## src/bmai_cfg.svh

```systemverilog
// bmai_cfg.svh: numeric constants of the backplane master/arbitration block
// assumes: included by bare name; 50 MHz reference clock
`ifndef BMAI_CFG_SVH
`define BMAI_CFG_SVH
`define BMAI_CLK_MHZ 50
`define BMAI_ACFAIL_LEAD_MS 10
// cycles of warning the supply gives before rails may drift
`define BMAI_ACFAIL_LEAD_CYC (`BMAI_ACFAIL_LEAD_MS * 1000 * `BMAI_CLK_MHZ)
`define BMAI_ARB_LEVEL 3
`define BMAI_NUM_LEVELS 4
`define BMAI_NUM_IRQ 7
`endif

```

## src/bmai_pkg.sv

```systemverilog
// bmai_pkg.sv: shared types of the backplane master/arbitration block
// assumes: bmai_cfg.svh on the include path
`include "bmai_cfg.svh"
package bmai_pkg;
  typedef enum logic [1:0] {
    BMAI_REQ_IDLE,
    BMAI_REQ_WAIT,
    BMAI_REQ_OWN,
    BMAI_REQ_PASS
  } bmai_req_st_t;

  typedef enum logic [1:0] {
    BMAI_XFER_NONE,
    BMAI_XFER_OK,
    BMAI_XFER_ERR
  } bmai_xfer_t;
endpackage : bmai_pkg

```

## src/bmai_bus_if.sv

```systemverilog
// bmai_bus_if.sv: backplane arbitration, termination and interrupt wires
// assumes: active-low levels; open-collector lines resolved by the bench
`timescale 1ns/1ns
interface bmai_bus_if;
  // open-collector request lines: output value, enable (low = driving)
  logic [3:0] bus_req_o_n_dev;
  logic [3:0] bus_req_oe_n_dev;
  logic [3:0] bus_req_n;
  // grant daisy chain
  logic [3:0] grant_in_n;
  logic [3:0] grant_out_n;
  logic arb_grant_o_n;
  logic arb_grant_oe_n;
  // busy, open-collector
  logic busy_o_n_dev;
  logic busy_oe_n_dev;
  logic busy_n;
  logic bus_clear_n;
  // transfer termination
  logic xfer_ack_n;
  logic xfer_err_n;
  // interrupts
  logic [7:1] irq_n;
  logic iack_n;
  logic iack_chain_in_n;
  logic iack_chain_out_n;
  logic acfail_n;

  modport device (
    output bus_req_o_n_dev, bus_req_oe_n_dev, grant_out_n,
    output arb_grant_o_n, arb_grant_oe_n, busy_o_n_dev, busy_oe_n_dev,
    output iack_n, iack_chain_out_n,
    input bus_req_n, grant_in_n, busy_n, bus_clear_n,
    input xfer_ack_n, xfer_err_n, irq_n, iack_chain_in_n, acfail_n
  );
  modport backplane (
    input bus_req_o_n_dev, bus_req_oe_n_dev, grant_out_n,
    input arb_grant_o_n, arb_grant_oe_n, busy_o_n_dev, busy_oe_n_dev,
    input iack_n, iack_chain_out_n, bus_req_n, busy_n,
    output grant_in_n, bus_clear_n, xfer_ack_n, xfer_err_n,
    output irq_n, iack_chain_in_n, acfail_n
  );
endinterface : bmai_bus_if

```

## src/bmai_master.sv

```systemverilog
// bmai_master.sv: board end: requester, grant chain, optional arbiter,
// transfer termination and interrupt encoding
// assumes: one clock; backplane inputs asynchronous; bench resolves wires
//
// Operation
// - low acknowledge ends transfer successfully
// - low bus error ends transfer as failed
// - request only on selected level, open-collector
// - watch request lines, own line excluded while requesting or master
// - on-board arbiter takes level-3 request
// - own grant only from selected level
// - other grant levels pass straight through
// - enabled arbiter drives level-3 grant, totem-pole
// - selected grant output passes chain onward
// - unrequested grant forwarded while grant low
// - drive busy low while master
// - bus clear may raise an interrupt
// - seven interrupt inputs, level 7 highest
// - acknowledge low during vector fetch cycle
// - acknowledge chain input passes straight through
// - power-fail input raises non-maskable interrupt
`timescale 1ns/1ns
module bmai_master
  import bmai_pkg::*;
#(
  parameter logic [1:0] REQ_LEVEL = 2'h0
)(
  // clock and reset
  input wire logic ref_clk_in,
  input wire logic rst_in,
  // link
  bmai_bus_if.device bus,
  // jumper options
  input wire logic arb_enable_in,
  input wire logic ror_enable_in,
  input wire logic clr_irq_enable_in,
  // local bus side
  input wire logic want_bus_in,
  input wire logic cycle_active_in,
  input wire logic vector_fetch_in,
  output logic bus_owned_out,
  output logic xfer_done_out,
  output logic xfer_err_out,
  output logic [2:0] irq_level_out,
  output logic nmi_out,
  output logic clr_irq_out
);
  localparam int NL = `BMAI_NUM_LEVELS;
  localparam int NI = `BMAI_NUM_IRQ;

  // highest active interrupt level, 0 when none
  function automatic logic [2:0] bmai_prio(input logic [7:1] act);
    logic [2:0] lvl;
    lvl = 3'h0;
    for (int i = 1; i <= NI; i++) begin
      if (act[i]) begin
        lvl = 3'(i);
      end
    end
    return lvl;
  endfunction : bmai_prio

  typedef struct packed {
    logic [1:0] ack_s;
    logic [1:0] err_s;
    logic [3:0] req_s1;
    logic [3:0] req_s2;
    logic [3:0] gnt_s1;
    logic [3:0] gnt_s2;
    logic [1:0] busy_s;
    logic [1:0] clr_s;
    logic [6:0] irq_s1;
    logic [6:0] irq_s2;
    logic [1:0] acf_s;
    bmai_req_st_t req_st;
    bmai_xfer_t xfer;
    logic arb_gnt;
    logic [2:0] irq_lvl;
    logic nmi;
    logic clr_irq;
  } bmai_m_st_t;

  bmai_m_st_t st_q;
  bmai_m_st_t st_d;

  logic my_gnt;
  logic my_req_pending;
  logic others_req;

  // second stage only is read by logic
  assign my_gnt = st_q.gnt_s2[REQ_LEVEL];
  assign my_req_pending = (st_q.req_st == BMAI_REQ_WAIT);

  always_comb begin
    logic [3:0] req_mask;
    req_mask = 4'h0;
    req_mask[REQ_LEVEL] = (st_q.req_st != BMAI_REQ_IDLE) &&
                          (st_q.req_st != BMAI_REQ_PASS);
    // own line is also pulled by us, so it is excluded
    others_req = |(st_q.req_s2 & ~req_mask);
  end

  always_comb begin
    st_d = st_q;
    // two-stage synchronisers for every backplane input except the iack chain input
    st_d.ack_s = {st_q.ack_s[0], ~bus.xfer_ack_n};
    st_d.err_s = {st_q.err_s[0], ~bus.xfer_err_n};
    st_d.req_s1 = ~bus.bus_req_n;
    st_d.req_s2 = st_q.req_s1;
    st_d.gnt_s1 = ~bus.grant_in_n;
    st_d.gnt_s2 = st_q.gnt_s1;
    st_d.busy_s = {st_q.busy_s[0], ~bus.busy_n};
    st_d.clr_s = {st_q.clr_s[0], ~bus.bus_clear_n};
    st_d.irq_s1 = ~bus.irq_n;
    st_d.irq_s2 = st_q.irq_s1;
    st_d.acf_s = {st_q.acf_s[0], ~bus.acfail_n};

    // transfer termination; error takes precedence if both arrive
    st_d.xfer = BMAI_XFER_NONE;
    if (cycle_active_in && st_q.err_s[1]) begin
      st_d.xfer = BMAI_XFER_ERR;
    end else if (cycle_active_in && st_q.ack_s[1]) begin
      st_d.xfer = BMAI_XFER_OK;
    end

    case (st_q.req_st)
      BMAI_REQ_IDLE: begin
        if (my_gnt && !want_bus_in) begin
          st_d.req_st = BMAI_REQ_PASS;
        end else if (want_bus_in) begin
          st_d.req_st = BMAI_REQ_WAIT;
        end
      end
      BMAI_REQ_WAIT: begin
        // take the bus only once the previous master let go
        if (my_gnt && !st_q.busy_s[1]) begin
          st_d.req_st = BMAI_REQ_OWN;
        end
      end
      BMAI_REQ_OWN: begin
        // release when done, or on another request in ror mode
        if (!cycle_active_in &&
            (!want_bus_in || (ror_enable_in && others_req))) begin
          st_d.req_st = BMAI_REQ_IDLE;
        end
      end
      BMAI_REQ_PASS: begin
        // held as long as the grant input stays low
        if (!my_gnt) begin
          st_d.req_st = BMAI_REQ_IDLE;
        end
      end
      default: st_d.req_st = BMAI_REQ_IDLE;
    endcase

    // level-3 arbiter: grant when requested and the bus is free
    if (!arb_enable_in) begin
      st_d.arb_gnt = 1'b0;
    end else if (st_q.arb_gnt) begin
      st_d.arb_gnt = st_q.req_s2[`BMAI_ARB_LEVEL] || !st_q.busy_s[1];
      if (st_q.busy_s[1] && !st_q.req_s2[`BMAI_ARB_LEVEL]) begin
        st_d.arb_gnt = 1'b0;
      end
    end else begin
      st_d.arb_gnt = st_q.req_s2[`BMAI_ARB_LEVEL] && !st_q.busy_s[1];
    end

    st_d.irq_lvl = bmai_prio(st_q.irq_s2);
    st_d.nmi = st_q.acf_s[1];
    st_d.clr_irq = clr_irq_enable_in && st_q.clr_s[1];
  end

  always_ff @(posedge ref_clk_in) begin
    if (rst_in) begin
      st_q <= '0;
      st_q.req_st <= BMAI_REQ_IDLE;
      st_q.xfer <= BMAI_XFER_NONE;
    end else begin
      st_q <= st_d;
    end
  end

  // request: drive only the selected line, open-collector
  generate
    for (genvar g = 0; g < NL; g++) begin : g_lvl
      if (g == REQ_LEVEL) begin : g_own
        assign bus.bus_req_o_n_dev[g] = 1'b0;
        assign bus.bus_req_oe_n_dev[g] = ~my_req_pending;
        assign bus.grant_out_n[g] =
          ~(st_q.req_st == BMAI_REQ_PASS);
      end else begin : g_pass
        assign bus.bus_req_o_n_dev[g] = 1'b1;
        assign bus.bus_req_oe_n_dev[g] = 1'b1;
        // straight wire, no logic in the daisy chain
        assign bus.grant_out_n[g] = bus.grant_in_n[g];
      end
    end
  endgenerate

  // arbiter drives the chain head actively in both levels
  assign bus.arb_grant_o_n = ~st_q.arb_gnt;
  assign bus.arb_grant_oe_n = ~arb_enable_in;
  assign bus.busy_o_n_dev = 1'b0;
  assign bus.busy_oe_n_dev = ~(st_q.req_st == BMAI_REQ_OWN);
  // vector fetch is qualified by the active cycle
  assign bus.iack_n = ~(vector_fetch_in & cycle_active_in);
  assign bus.iack_chain_out_n = bus.iack_chain_in_n;

  assign bus_owned_out = (st_q.req_st == BMAI_REQ_OWN);
  assign xfer_done_out = (st_q.xfer == BMAI_XFER_OK);
  assign xfer_err_out = (st_q.xfer == BMAI_XFER_ERR);
  assign irq_level_out = st_q.irq_lvl;
  assign nmi_out = st_q.nmi;
  assign clr_irq_out = st_q.clr_irq;
endmodule : bmai_master

```

## src/flat_wrapper.sv

```systemverilog
// flat-port wrapper written by rule: the top's interface ports become plain ports
module bmai_master_flat import bmai_pkg::*;
#(
  parameter logic [1:0] REQ_LEVEL = 2'h0
)
  (ref_clk_in, rst_in, arb_enable_in, ror_enable_in, clr_irq_enable_in, want_bus_in, cycle_active_in, vector_fetch_in, bus_owned_out, xfer_done_out, xfer_err_out, irq_level_out, nmi_out, clr_irq_out, bus_bus_req_o_n_dev, bus_bus_req_oe_n_dev, bus_grant_out_n, bus_arb_grant_o_n, bus_arb_grant_oe_n, bus_busy_o_n_dev, bus_busy_oe_n_dev, bus_iack_n, bus_iack_chain_out_n, bus_bus_req_n, bus_grant_in_n, bus_busy_n, bus_bus_clear_n, bus_xfer_ack_n, bus_xfer_err_n, bus_irq_n, bus_iack_chain_in_n, bus_acfail_n);
  bmai_bus_if bus_i ();
  input wire logic ref_clk_in;
  input wire logic rst_in;
  input wire logic arb_enable_in;
  input wire logic ror_enable_in;
  input wire logic clr_irq_enable_in;
  input wire logic want_bus_in;
  input wire logic cycle_active_in;
  input wire logic vector_fetch_in;
  output logic bus_owned_out;
  output logic xfer_done_out;
  output logic xfer_err_out;
  output logic [2:0] irq_level_out;
  output logic nmi_out;
  output logic clr_irq_out;
  output wire logic [$bits(bus_i.bus_req_o_n_dev)-1:0] bus_bus_req_o_n_dev;
  output wire logic [$bits(bus_i.bus_req_oe_n_dev)-1:0] bus_bus_req_oe_n_dev;
  output wire logic [$bits(bus_i.grant_out_n)-1:0] bus_grant_out_n;
  output wire logic [$bits(bus_i.arb_grant_o_n)-1:0] bus_arb_grant_o_n;
  output wire logic [$bits(bus_i.arb_grant_oe_n)-1:0] bus_arb_grant_oe_n;
  output wire logic [$bits(bus_i.busy_o_n_dev)-1:0] bus_busy_o_n_dev;
  output wire logic [$bits(bus_i.busy_oe_n_dev)-1:0] bus_busy_oe_n_dev;
  output wire logic [$bits(bus_i.iack_n)-1:0] bus_iack_n;
  output wire logic [$bits(bus_i.iack_chain_out_n)-1:0] bus_iack_chain_out_n;
  input wire logic [$bits(bus_i.bus_req_n)-1:0] bus_bus_req_n;
  input wire logic [$bits(bus_i.grant_in_n)-1:0] bus_grant_in_n;
  input wire logic [$bits(bus_i.busy_n)-1:0] bus_busy_n;
  input wire logic [$bits(bus_i.bus_clear_n)-1:0] bus_bus_clear_n;
  input wire logic [$bits(bus_i.xfer_ack_n)-1:0] bus_xfer_ack_n;
  input wire logic [$bits(bus_i.xfer_err_n)-1:0] bus_xfer_err_n;
  input wire logic [$bits(bus_i.irq_n)-1:0] bus_irq_n;
  input wire logic [$bits(bus_i.iack_chain_in_n)-1:0] bus_iack_chain_in_n;
  input wire logic [$bits(bus_i.acfail_n)-1:0] bus_acfail_n;
  assign bus_bus_req_o_n_dev = bus_i.bus_req_o_n_dev;
  assign bus_bus_req_oe_n_dev = bus_i.bus_req_oe_n_dev;
  assign bus_grant_out_n = bus_i.grant_out_n;
  assign bus_arb_grant_o_n = bus_i.arb_grant_o_n;
  assign bus_arb_grant_oe_n = bus_i.arb_grant_oe_n;
  assign bus_busy_o_n_dev = bus_i.busy_o_n_dev;
  assign bus_busy_oe_n_dev = bus_i.busy_oe_n_dev;
  assign bus_iack_n = bus_i.iack_n;
  assign bus_iack_chain_out_n = bus_i.iack_chain_out_n;
  assign bus_i.bus_req_n = bus_bus_req_n;
  assign bus_i.grant_in_n = bus_grant_in_n;
  assign bus_i.busy_n = bus_busy_n;
  assign bus_i.bus_clear_n = bus_bus_clear_n;
  assign bus_i.xfer_ack_n = bus_xfer_ack_n;
  assign bus_i.xfer_err_n = bus_xfer_err_n;
  assign bus_i.irq_n = bus_irq_n;
  assign bus_i.iack_chain_in_n = bus_iack_chain_in_n;
  assign bus_i.acfail_n = bus_acfail_n;
  bmai_master #(.REQ_LEVEL(REQ_LEVEL)) u_core (.ref_clk_in(ref_clk_in), .rst_in(rst_in), .bus(bus_i), .arb_enable_in(arb_enable_in), .ror_enable_in(ror_enable_in), .clr_irq_enable_in(clr_irq_enable_in), .want_bus_in(want_bus_in), .cycle_active_in(cycle_active_in), .vector_fetch_in(vector_fetch_in), .bus_owned_out(bus_owned_out), .xfer_done_out(xfer_done_out), .xfer_err_out(xfer_err_out), .irq_level_out(irq_level_out), .nmi_out(nmi_out), .clr_irq_out(clr_irq_out));
endmodule
```

## config.mk

```make
export PLATFORM = sky130hd
export DESIGN_NAME = bmai_master_flat
export DESIGN_NICKNAME = d
export VERILOG_FILES = /design/src/bmai_pkg.sv /design/src/bmai_bus_if.sv /design/src/bmai_master.sv /design/src/flat_wrapper.sv
export VERILOG_INCLUDE_DIRS = /design/src
export SDC_FILE = /design/constraint.sdc
export NUM_CORES = 1
export LEC_CHECK = 0
export BUFFER_PORTS_ARGS = -buffer_cell sky130_fd_sc_hd__buf_2
export CORE_MARGIN = 1
export CORE_UTILIZATION = 43
export CTS_BUF_LIST = sky130_fd_sc_hd__clkbuf_8
export DETAILED_ROUTE_END_ITERATION = 6
export HOLD_SLACK_MARGIN = 0.15
export PLACE_DENSITY_LB_ADDON = 0.3
export SETUP_SLACK_MARGIN = 0.4
export SYNTH_ARGS = -nofsm -noshare
export SYNTH_HDL_FRONTEND = slang
export SYNTH_SLANG_ARGS = --single-unit
```

## constraint.sdc

```tcl
create_clock -name ref_clk_in -period 1.8 [get_ports ref_clk_in]
set_input_delay 0.27 -clock ref_clk_in [delete_from_list [all_inputs] [get_ports ref_clk_in]]
set_output_delay 0.27 -clock ref_clk_in [all_outputs]
set_load 0.01 [all_outputs]
```

# Yosys cells after proc, flatten, opt, wreduce, memory -nomap -nowiden
# Cells that the tools add are included.
# W data, S select, Z words.
# op_classes
n_mux	17
n_div	0
order_cmp	0
multipliers	0
bitwise_logic	17
n_reduce_logical	22
n_eq_ne	10
shift	0
add_sub_neg	0
# ops
op	n
$mux W2	8
$mux W3	4
$not A1 Y1	12
$logic_and A1 B1 Y1	10
$pmux W2 S4	1
$not A7 Y7	1
$eq A2 B2 Y1 const B	3
$ne A2 B2 Y1 const B	3
$and A4 B4 Y4	1
$eq A2 B1 Y1 const B	2
$logic_not A1 Y1	4
$mux W1	4
$not A1 Y4	1
$not A4 Y4	1
$reduce_and A4 Y1	1
$reduce_or A2 Y1	2
$reduce_or A4 Y1	1
$ne A3 B2 Y1 const B	1
$logic_not A2 Y1	1
$logic_or A1 B1 Y1	2
$ne A2 B1 Y1 const B	1
$reduce_bool A2 Y1	1
$and A1 B1 Y1	1
# word_totals
memories	0
regBits	44
wordCells	84
ram_bits	0
latch_bits	0
in_bits	29
mem_bits_ro	0

# Depth between registers and ports, before layout
# Gate-level depths: netlist (run 1).
# logic_depth
ltp_word	10
mapped_depth	6

# Least setup slack after synthesis (run 1)
# No wires, ideal clock.
# synth_path
kind	register to register
startpoint	reg u_core.st_q[8] (netlist name)
endpoint	reg u_core.st_q[8] (netlist name)
slack_ns	0.532
period_less_slack_ns	1.268
required_ns	1.675
setup_ns	0.125
path_stages_with_launch	7
t_arrival_ns	1.143
path_cell_list	dfxtp_1 inv_1 ha_1 nand2b_1 nand3_1 o221ai_2 mux2i_1
# synth_between
elab_chain_len	10
word_cells_on_any_way	19
# synth_lines
element	line_no	rtl
start, declared	bmai_master.sv:83	bmai_m_st_t st_q;
start signal, assigned	bmai_master.sv:179	st_q <= st_d;
$ne A2 B2 Y1 / $reduce_bool A2 Y1 (equally long branches)	bmai_master.sv:98, bmai_master.sv:97	
$logic_and A1 B1 Y1	bmai_master.sv:97	req_mask[REQ_LEVEL] = (st_q.req_st != BMAI_REQ_IDLE) &&
$not A1 Y4	bmai_master.sv:100	others_req = |(st_q.req_s2 & ~req_mask);
$and A4 B4 Y4	bmai_master.sv:100	
$reduce_or A4 Y1	bmai_master.sv:100	
$logic_and A1 B1 Y1	bmai_master.sv:143	(!want_bus_in || (ror_enable_in && others_req))) begin
$logic_or A1 B1 Y1	bmai_master.sv:143	
$logic_and A1 B1 Y1	bmai_master.sv:142	if (!cycle_active_in &&
$ne A2 B1 Y1 (no line)	--	
$reduce_and A4 Y1 (no line)	--	
# Parallel ways exist; a longest one is shown, timed or not.
# A chain may end at the register's enable or synchronous reset.

# Final worst setup path (run 1)
# layout_path
startpoint	reg u_core.st_q[8] (netlist name)
endpoint	out bus_grant_out_n[0]
# layout_between
elab_chain_len	2
# layout_lines
element	line_no	rtl
$eq A2 B2 Y1	bmai_master.sv:190	~(st_q.req_st == BMAI_REQ_PASS);
$not A1 Y1	bmai_master.sv:190	
end, declared	flat_wrapper.sv:24	output wire logic [$bits(bus_i.grant_out_n)-1:0] bus_grant_out_n;
# Every way passes these cells.

==> metrics.csv, run 1 <==
metric;value;unit
row_count;21;
setup_viol;0;
cp.required;1.53;ns
max_cap_violations;0;
cts.sinks;44;
post_synth_top_area_share;57.5;%
yosys_most_used_dff;dfxtp_1;
p_leak;0.888;nW
residual_antenna_violating_net_count_after_detailed_routing;0;
layout.nets;239;
intPower;1.48;mW
power.share.combinational;17.9;%
first_pass_iteration_count_of_the_detailed_router;3;
final_layout_size_suffix_gt1_share;29.8;%
power-per-cell-area;1010;nW/um2
hold_violations;0;
grt_setup_unrepaired;true;
final_max_slew_viol_count;0;
layout-area-overhead-vs-synth;28.0;%
filler_cell_count;320;
netlist_area;1530;um2
power_switching;0.500;mW
timing.critical_path.cells;buf_4, ha_2, inv_1, buf_2;
footprint_of_the_multi_input_gates;507;um2
synth_area_leader_cell;dfxtp_1;
timing.setup.tns;0;ns
antenna_found_initial;0;
insertedDiodeCount;0;
via_per_inst;4.22;
run_status;finished clean;
worstSetupEndpointType;output pin;
cell_family_contributing_the_most_delay_on_the_critical_path;flip-flops;
clk_latency;0.29;ns
fin_skew;0.00544;ns
gpl.final_weighted_congestion;0.719;
drt-total-wl;2.35;mm
r2r_slack;0.47;ns
synth.most_common_cell;dfxtp_1;
die_width;61.7;um
design.die.area;3800;um2
cts.path.max_buffers;2;
critPathSlowestCell;dfxtp_2;
grt-ovfl-total;0;
die_height;61.7;um
hp-class;in -> reg;
finalInstanceArea;1960;um2
core_area;3360;um2
utilization;58.3;%
synth_enable_flop_cells;0;
dp.final_hpwl;1.54;mm
grt_pass1_wl;3.59;mm
tritoncts;done;
fmax;0.722;GHz
worstPathMaxFanout;3;
io-pin-count;55;
crit_path_start_kind;flip-flop;
irDropWorstVdd;583;uV
critical_path_s_largest_stage_delay;0.34;ns
place_area;1680;um2
timing_worst_setup_path_type;reg -> out;
start_util;45.5;%
number_of_cells_produced_by_synthesis;153;
post-route-min-period;1.39;ns
synth_warnings;0;
clkSlewWorstSetupHoldPaths;0.08;ns
netlist_top_cells_count;dfxtp_1, nor2_1, nor2b_1;
drt-wirelength-per-cell;9.35;um
drcViolationCount;0;
layout.area.seq;883;um2
yosysUniqueCellTypes;25;
ctsHtreeMaxLevel;2;
seq_power_share;53.5;%
final_min_period_over_clock_period;76.9;%
yosysSeqAreaShare;57.5;%
postSynthAreaPerCell;10.0;um2
path_buf_inv;3;
vias_in_the_first_global_route;903;
gr-usage-all-layers;13.8;%
postSynthRegisterBits;44;
numPortBuffers;38;
root_buffer;clkbuf_8;
ys_async_sr_fraction;0;%
share_clk_of_total_power;28.7;%
synth.top_cells.by_area;dfxtp_1, nor2b_1, buf_4, nor2_1, ha_1;
maximum_number_of_pins_on_one_net_before_global_route_repair;35;
detail_route.iter0.violations;14;
worst_ep_arrival_time;1.12;ns
clock_buffers_created_by_tritoncts;5;
netSwitchingFraction;25.2;%
num_vias;1060;
-- worst min-delay path, cell delays in order --
cell and delay (ns):
buf_2 0.10, nand2_1 0.05, nor2_1 0.03
-- path summary, 6_finish.rpt --
kind	startpoint	endpoint	cells past startpoint
max	u_core.st_q[8]	bus_grant_out_n[0]	4
min	clr_irq_enable_in	u_core.clr_irq_out	3
max reg2reg	u_core.st_q[9]	u_core.st_q[8]	6
min reg2reg	u_core.st_q[47]	u_core.st_q[6]	1
-- power by group through the flow --
stage	Sequential [mW]	Clock (mW)	Combinational (mW)
floorplan	1.07	0	0.224
global placement	1.07	0	0.262
detailed placement	1.08	0	0.283
CTS	1.06	0.587	0.353
global route	1.07	0.620	0.396
finish	1.06	0.568	0.354
-- per-layer routing --
layer  track usage, %  wire length, um
met1             14.2              966
met2             23.3             1180
met3             6.30              153
met4             7.30               53
met5                0                0
-- placed cells by master, fill, tap and decap left out, types with 2 or more instances in the layout --
master         Yosys  layout
dfxtp_1           44      42
buf_2              1      38
nor2_1            22      22
nor2b_1           20      20
dlygate4sd3_1      0      17
conb_1             2       8
inv_1             10       7
nand2b_1           6       6
a21oi_1            6       6
clkbuf_8           0       5
inv_2              1       4
nand2_1            4       4
buf_4             15       4
ha_2               0       3
mux2i_1            2       2
ha_1               5       2
dfxtp_2            0       2
-- cell families after synthesis --
kind of cell             Yosys count  share of synthesized area, %
AO/OA/AOI/OAI                     11                          4.98
adder cells (fa/ha/maj)            5                          4.08
buffers and inverters             31                          11.4
flip-flops                        44                          57.5
multiplexers                       2                          1.31
other                              2                         0.490
AND/OR/NAND/NOR                   58                          20.3
-- flip-flops by register name, indices dropped and copies added, names as in the netlist --
register,count
u_core.clr_irq_out,1
u_core.irq_level_out,3
u_core.my_gnt,1
u_core.nmi_out,1
u_core.st_d,18
u_core.st_q,20
-- stage by stage --
step | worst slack, ns | hold WS (ns) | total power [mW] | instances
global route | 0.361 | 0.201 | 2.08 | 251
global placement | 0.520 | 0.400 | 1.34 | 224
CTS | 0.386 | 0.193 | 2.00 | 251
finish | 0.415 | 0.196 | 1.98 | 251
detailed placement | 0.400 | 0.414 | 1.36 | 224
floorplan | 0.532 | 0.337 | 1.30 | 159
-- area by class of cell --
cell class              count  share of cell area [%]
flip-flops and latches     44                    45.1
multi-input cells          84                    25.8
repair buffers             59                    19.9
clock buffers               5                    3.51
well taps                  46                    2.94
inverters                  11                    2.11
clock inverters             2                   0.638
-- what timing repair did --
item                                   CTS  global route
hold buffers                            17             0
endpoints found under the hold margin   17             0
resized for setup                        6             2
setup endpoints to repair                4             5
pin swaps                                2             1
buffers inserted                         3             0
Note: power is estimated with default switching activity, not from simulation.
==> inputs of run 2 (changes only) <==
==> constraint.sdc (replaced) <==
create_clock -name ref_clk_in -period 1.2 [get_ports ref_clk_in]
set_input_delay 0.18 -clock ref_clk_in [delete_from_list [all_inputs] [get_ports ref_clk_in]]
set_output_delay 0.18 -clock ref_clk_in [all_outputs]
set_load 0.01 [all_outputs]
==> metrics.csv, run 2 (synthesized netlist as in run 1, its figures left out) <==
metric;value;unit
max_cap_violations;0;
detail_route.iter0.violations;5;
grt_pass1_wl;4.16;mm
row_count;21;
finalInstanceArea;2160;um2
tritoncts;done;
cts.sinks;44;
ctsHoldBuffers;18;
layout-area-overhead-vs-synth;40.8;%
maximum_number_of_pins_on_one_net_before_global_route_repair;28;
worstPathMaxFanout;4;
num_vias;1064;
hold_depth;3;
hp-class;in -> reg;
dp_cells;227;
dp.final_hpwl;1.71;mm
drt-wirelength-per-cell;10.3;um
design.die.area;3800;um2
clock_buffers_created_by_tritoncts;5;
cts.path.max_buffers;2;
insertedDiodeCount;0;
cp.required;1.38;ns
run_status;finished, violations left;
setup_viol;6;
grt_setup_unrepaired;true;
io-pin-count;55;
place_area;1730;um2
drt-total-wl;2.64;mm
irDropWorstVdd;1180;uV
layout.nets;243;
power-per-cell-area;1480;nW/um2
ctsHtreeMaxLevel;2;
vias_in_the_first_global_route;1021;
crit_path_start_kind;flip-flop;
residual_antenna_violating_net_count_after_detailed_routing;0;
gr-usage-all-layers;15.5;%
gpl.final_weighted_congestion;0.704;
p_leak;0.948;nW
final_min_period_over_clock_period;109;%
post-route-min-period;1.31;ns
fmax;0.763;GHz
fin_skew;0.00613;ns
final.setup.worst_slack;-0.110;ns
die_height;61.7;um
root_buffer;clkbuf_8;
antenna_found_initial;0;
max_flop_register;u_core.st_q;
numPortBuffers;38;
layout.cells.most_common;dfxtp_1;
worst_ep_arrival_time;1.49;ns
worstSetupEndpointType;flip-flop;
die_width;61.7;um
start_util;45.5;%
largest_reg_flops;20;
final_max_slew_viol_count;0;
min-delay-start;arb_enable_in;
timing_worst_setup_path_type;reg -> reg;
top_library_cells_by_usage_in_the_layout_fill_and_taps_aside;dfxtp_1, buf_2, nor2_1;
via_per_inst;4.17;
grt-ovfl-total;0;
r2r_slack;-0.11;ns
rr_worst_depth;6;
clkSlewWorstSetupHoldPaths;0.08;ns
r2r_start;u_core.st_q[8];
final_layout_size_suffix_gt1_share;38.8;%
min_delay_worst_endpoint;u_core.st_q[5];
hold_violations;0;
first_pass_iteration_count_of_the_detailed_router;4;
final-instance-count-excl-fill;255;
clk_latency;0.29;ns
drcViolationCount;0;
violations;negative setup slack;
core_area;3360;um2
worstReg2RegEnd;u_core.st_q[8];
fin_total_pwr;3.19;mW
## run 2: changes by cell type in the layout (fill, tap and decap cells not counted), moves of 2 or more
cell / delta
inv_1: -3
nand2b_4: +2
nand2b_1: -2
ha_2: -3
dfxtp_2: +6
inv_4: +4
buf_6: +10
ha_4: +2
dfxtp_4: +2
buf_2: -8
dfxtp_1: -8
## run 2: worst max-delay path, stage by stage, from the launching register on
cell and delay (ns):
dfxtp_4 0.39, inv_4 0.05, ha_1 0.29, nand2b_4 0.15, nand3_2 0.07, o221ai_4 0.11, mux2i_1 0.13
## run 2: repair_timing
action	CTS	global route
endpoints found under the setup margin	15	17
buffers inserted	1	2
pin swaps	7	5
hold endpoints to repair	19	1
resized for setup	19	16
## run 2: worst max path at each step
stage | startpoint | end | slack (ns) | cells past startpoint
after CTS | u_core.st_q[9] | bus_busy_oe_n_dev | -0.11 | 4
after global routing | u_core.st_q[8] | u_core.st_q[9] | -0.15 | 6
after global placement | u_core.st_q[8] | u_core.st_q[9] | -0.03 | 6
final | u_core.st_q[8] | u_core.st_q[8] | -0.11 | 6
after detailed placement | u_core.st_q[9] | u_core.st_q[9] | -0.11 | 6
after floorplan | u_core.st_q[9] | u_core.st_q[9] | -0.03 | 6
## run 2: routing by layer
layer | part of all wire [%] | track usage (%)
met1 | 41 | 16.3
met2 | 52 | 27.5
met3 | 5.7 | 5.88
met4 | 1.3 | 6.98
met5 | 0 | 0
## run 2: metrics by stage
stage	worst slack (ns)	hold slack [ns]	util (%)	TNS (ns)
after global routing	-0.154	0.140	64.1	-0.685
after global placement	-0.0320	0.330	51.5	-0.0615
final	-0.110	0.117	64.1	-0.465
after floorplan	-0.0287	0.247	-	-0.0544
after CTS	-0.106	0.111	61.6	-0.529
after detailed placement	-0.112	0.333	51.5	-0.216
## run 2: layout make-up
class / instances / area (um2)
multi-input combinational: 84 / 574
fill: 288 / 1210
timing repair buffer: 63 / 493
inverter: 11 / 51.3
sequential: 44 / 898
clock inverter: 2 / 12.5
tap: 46 / 57.6
clock buffer: 5 / 68.8
## run 2: report_power, final
group	total, mW	internal [mW]	switching, mW
clock	0.851	0.394	0.457
sequential	1.62	1.56	0.0639
combinational	0.714	0.417	0.296
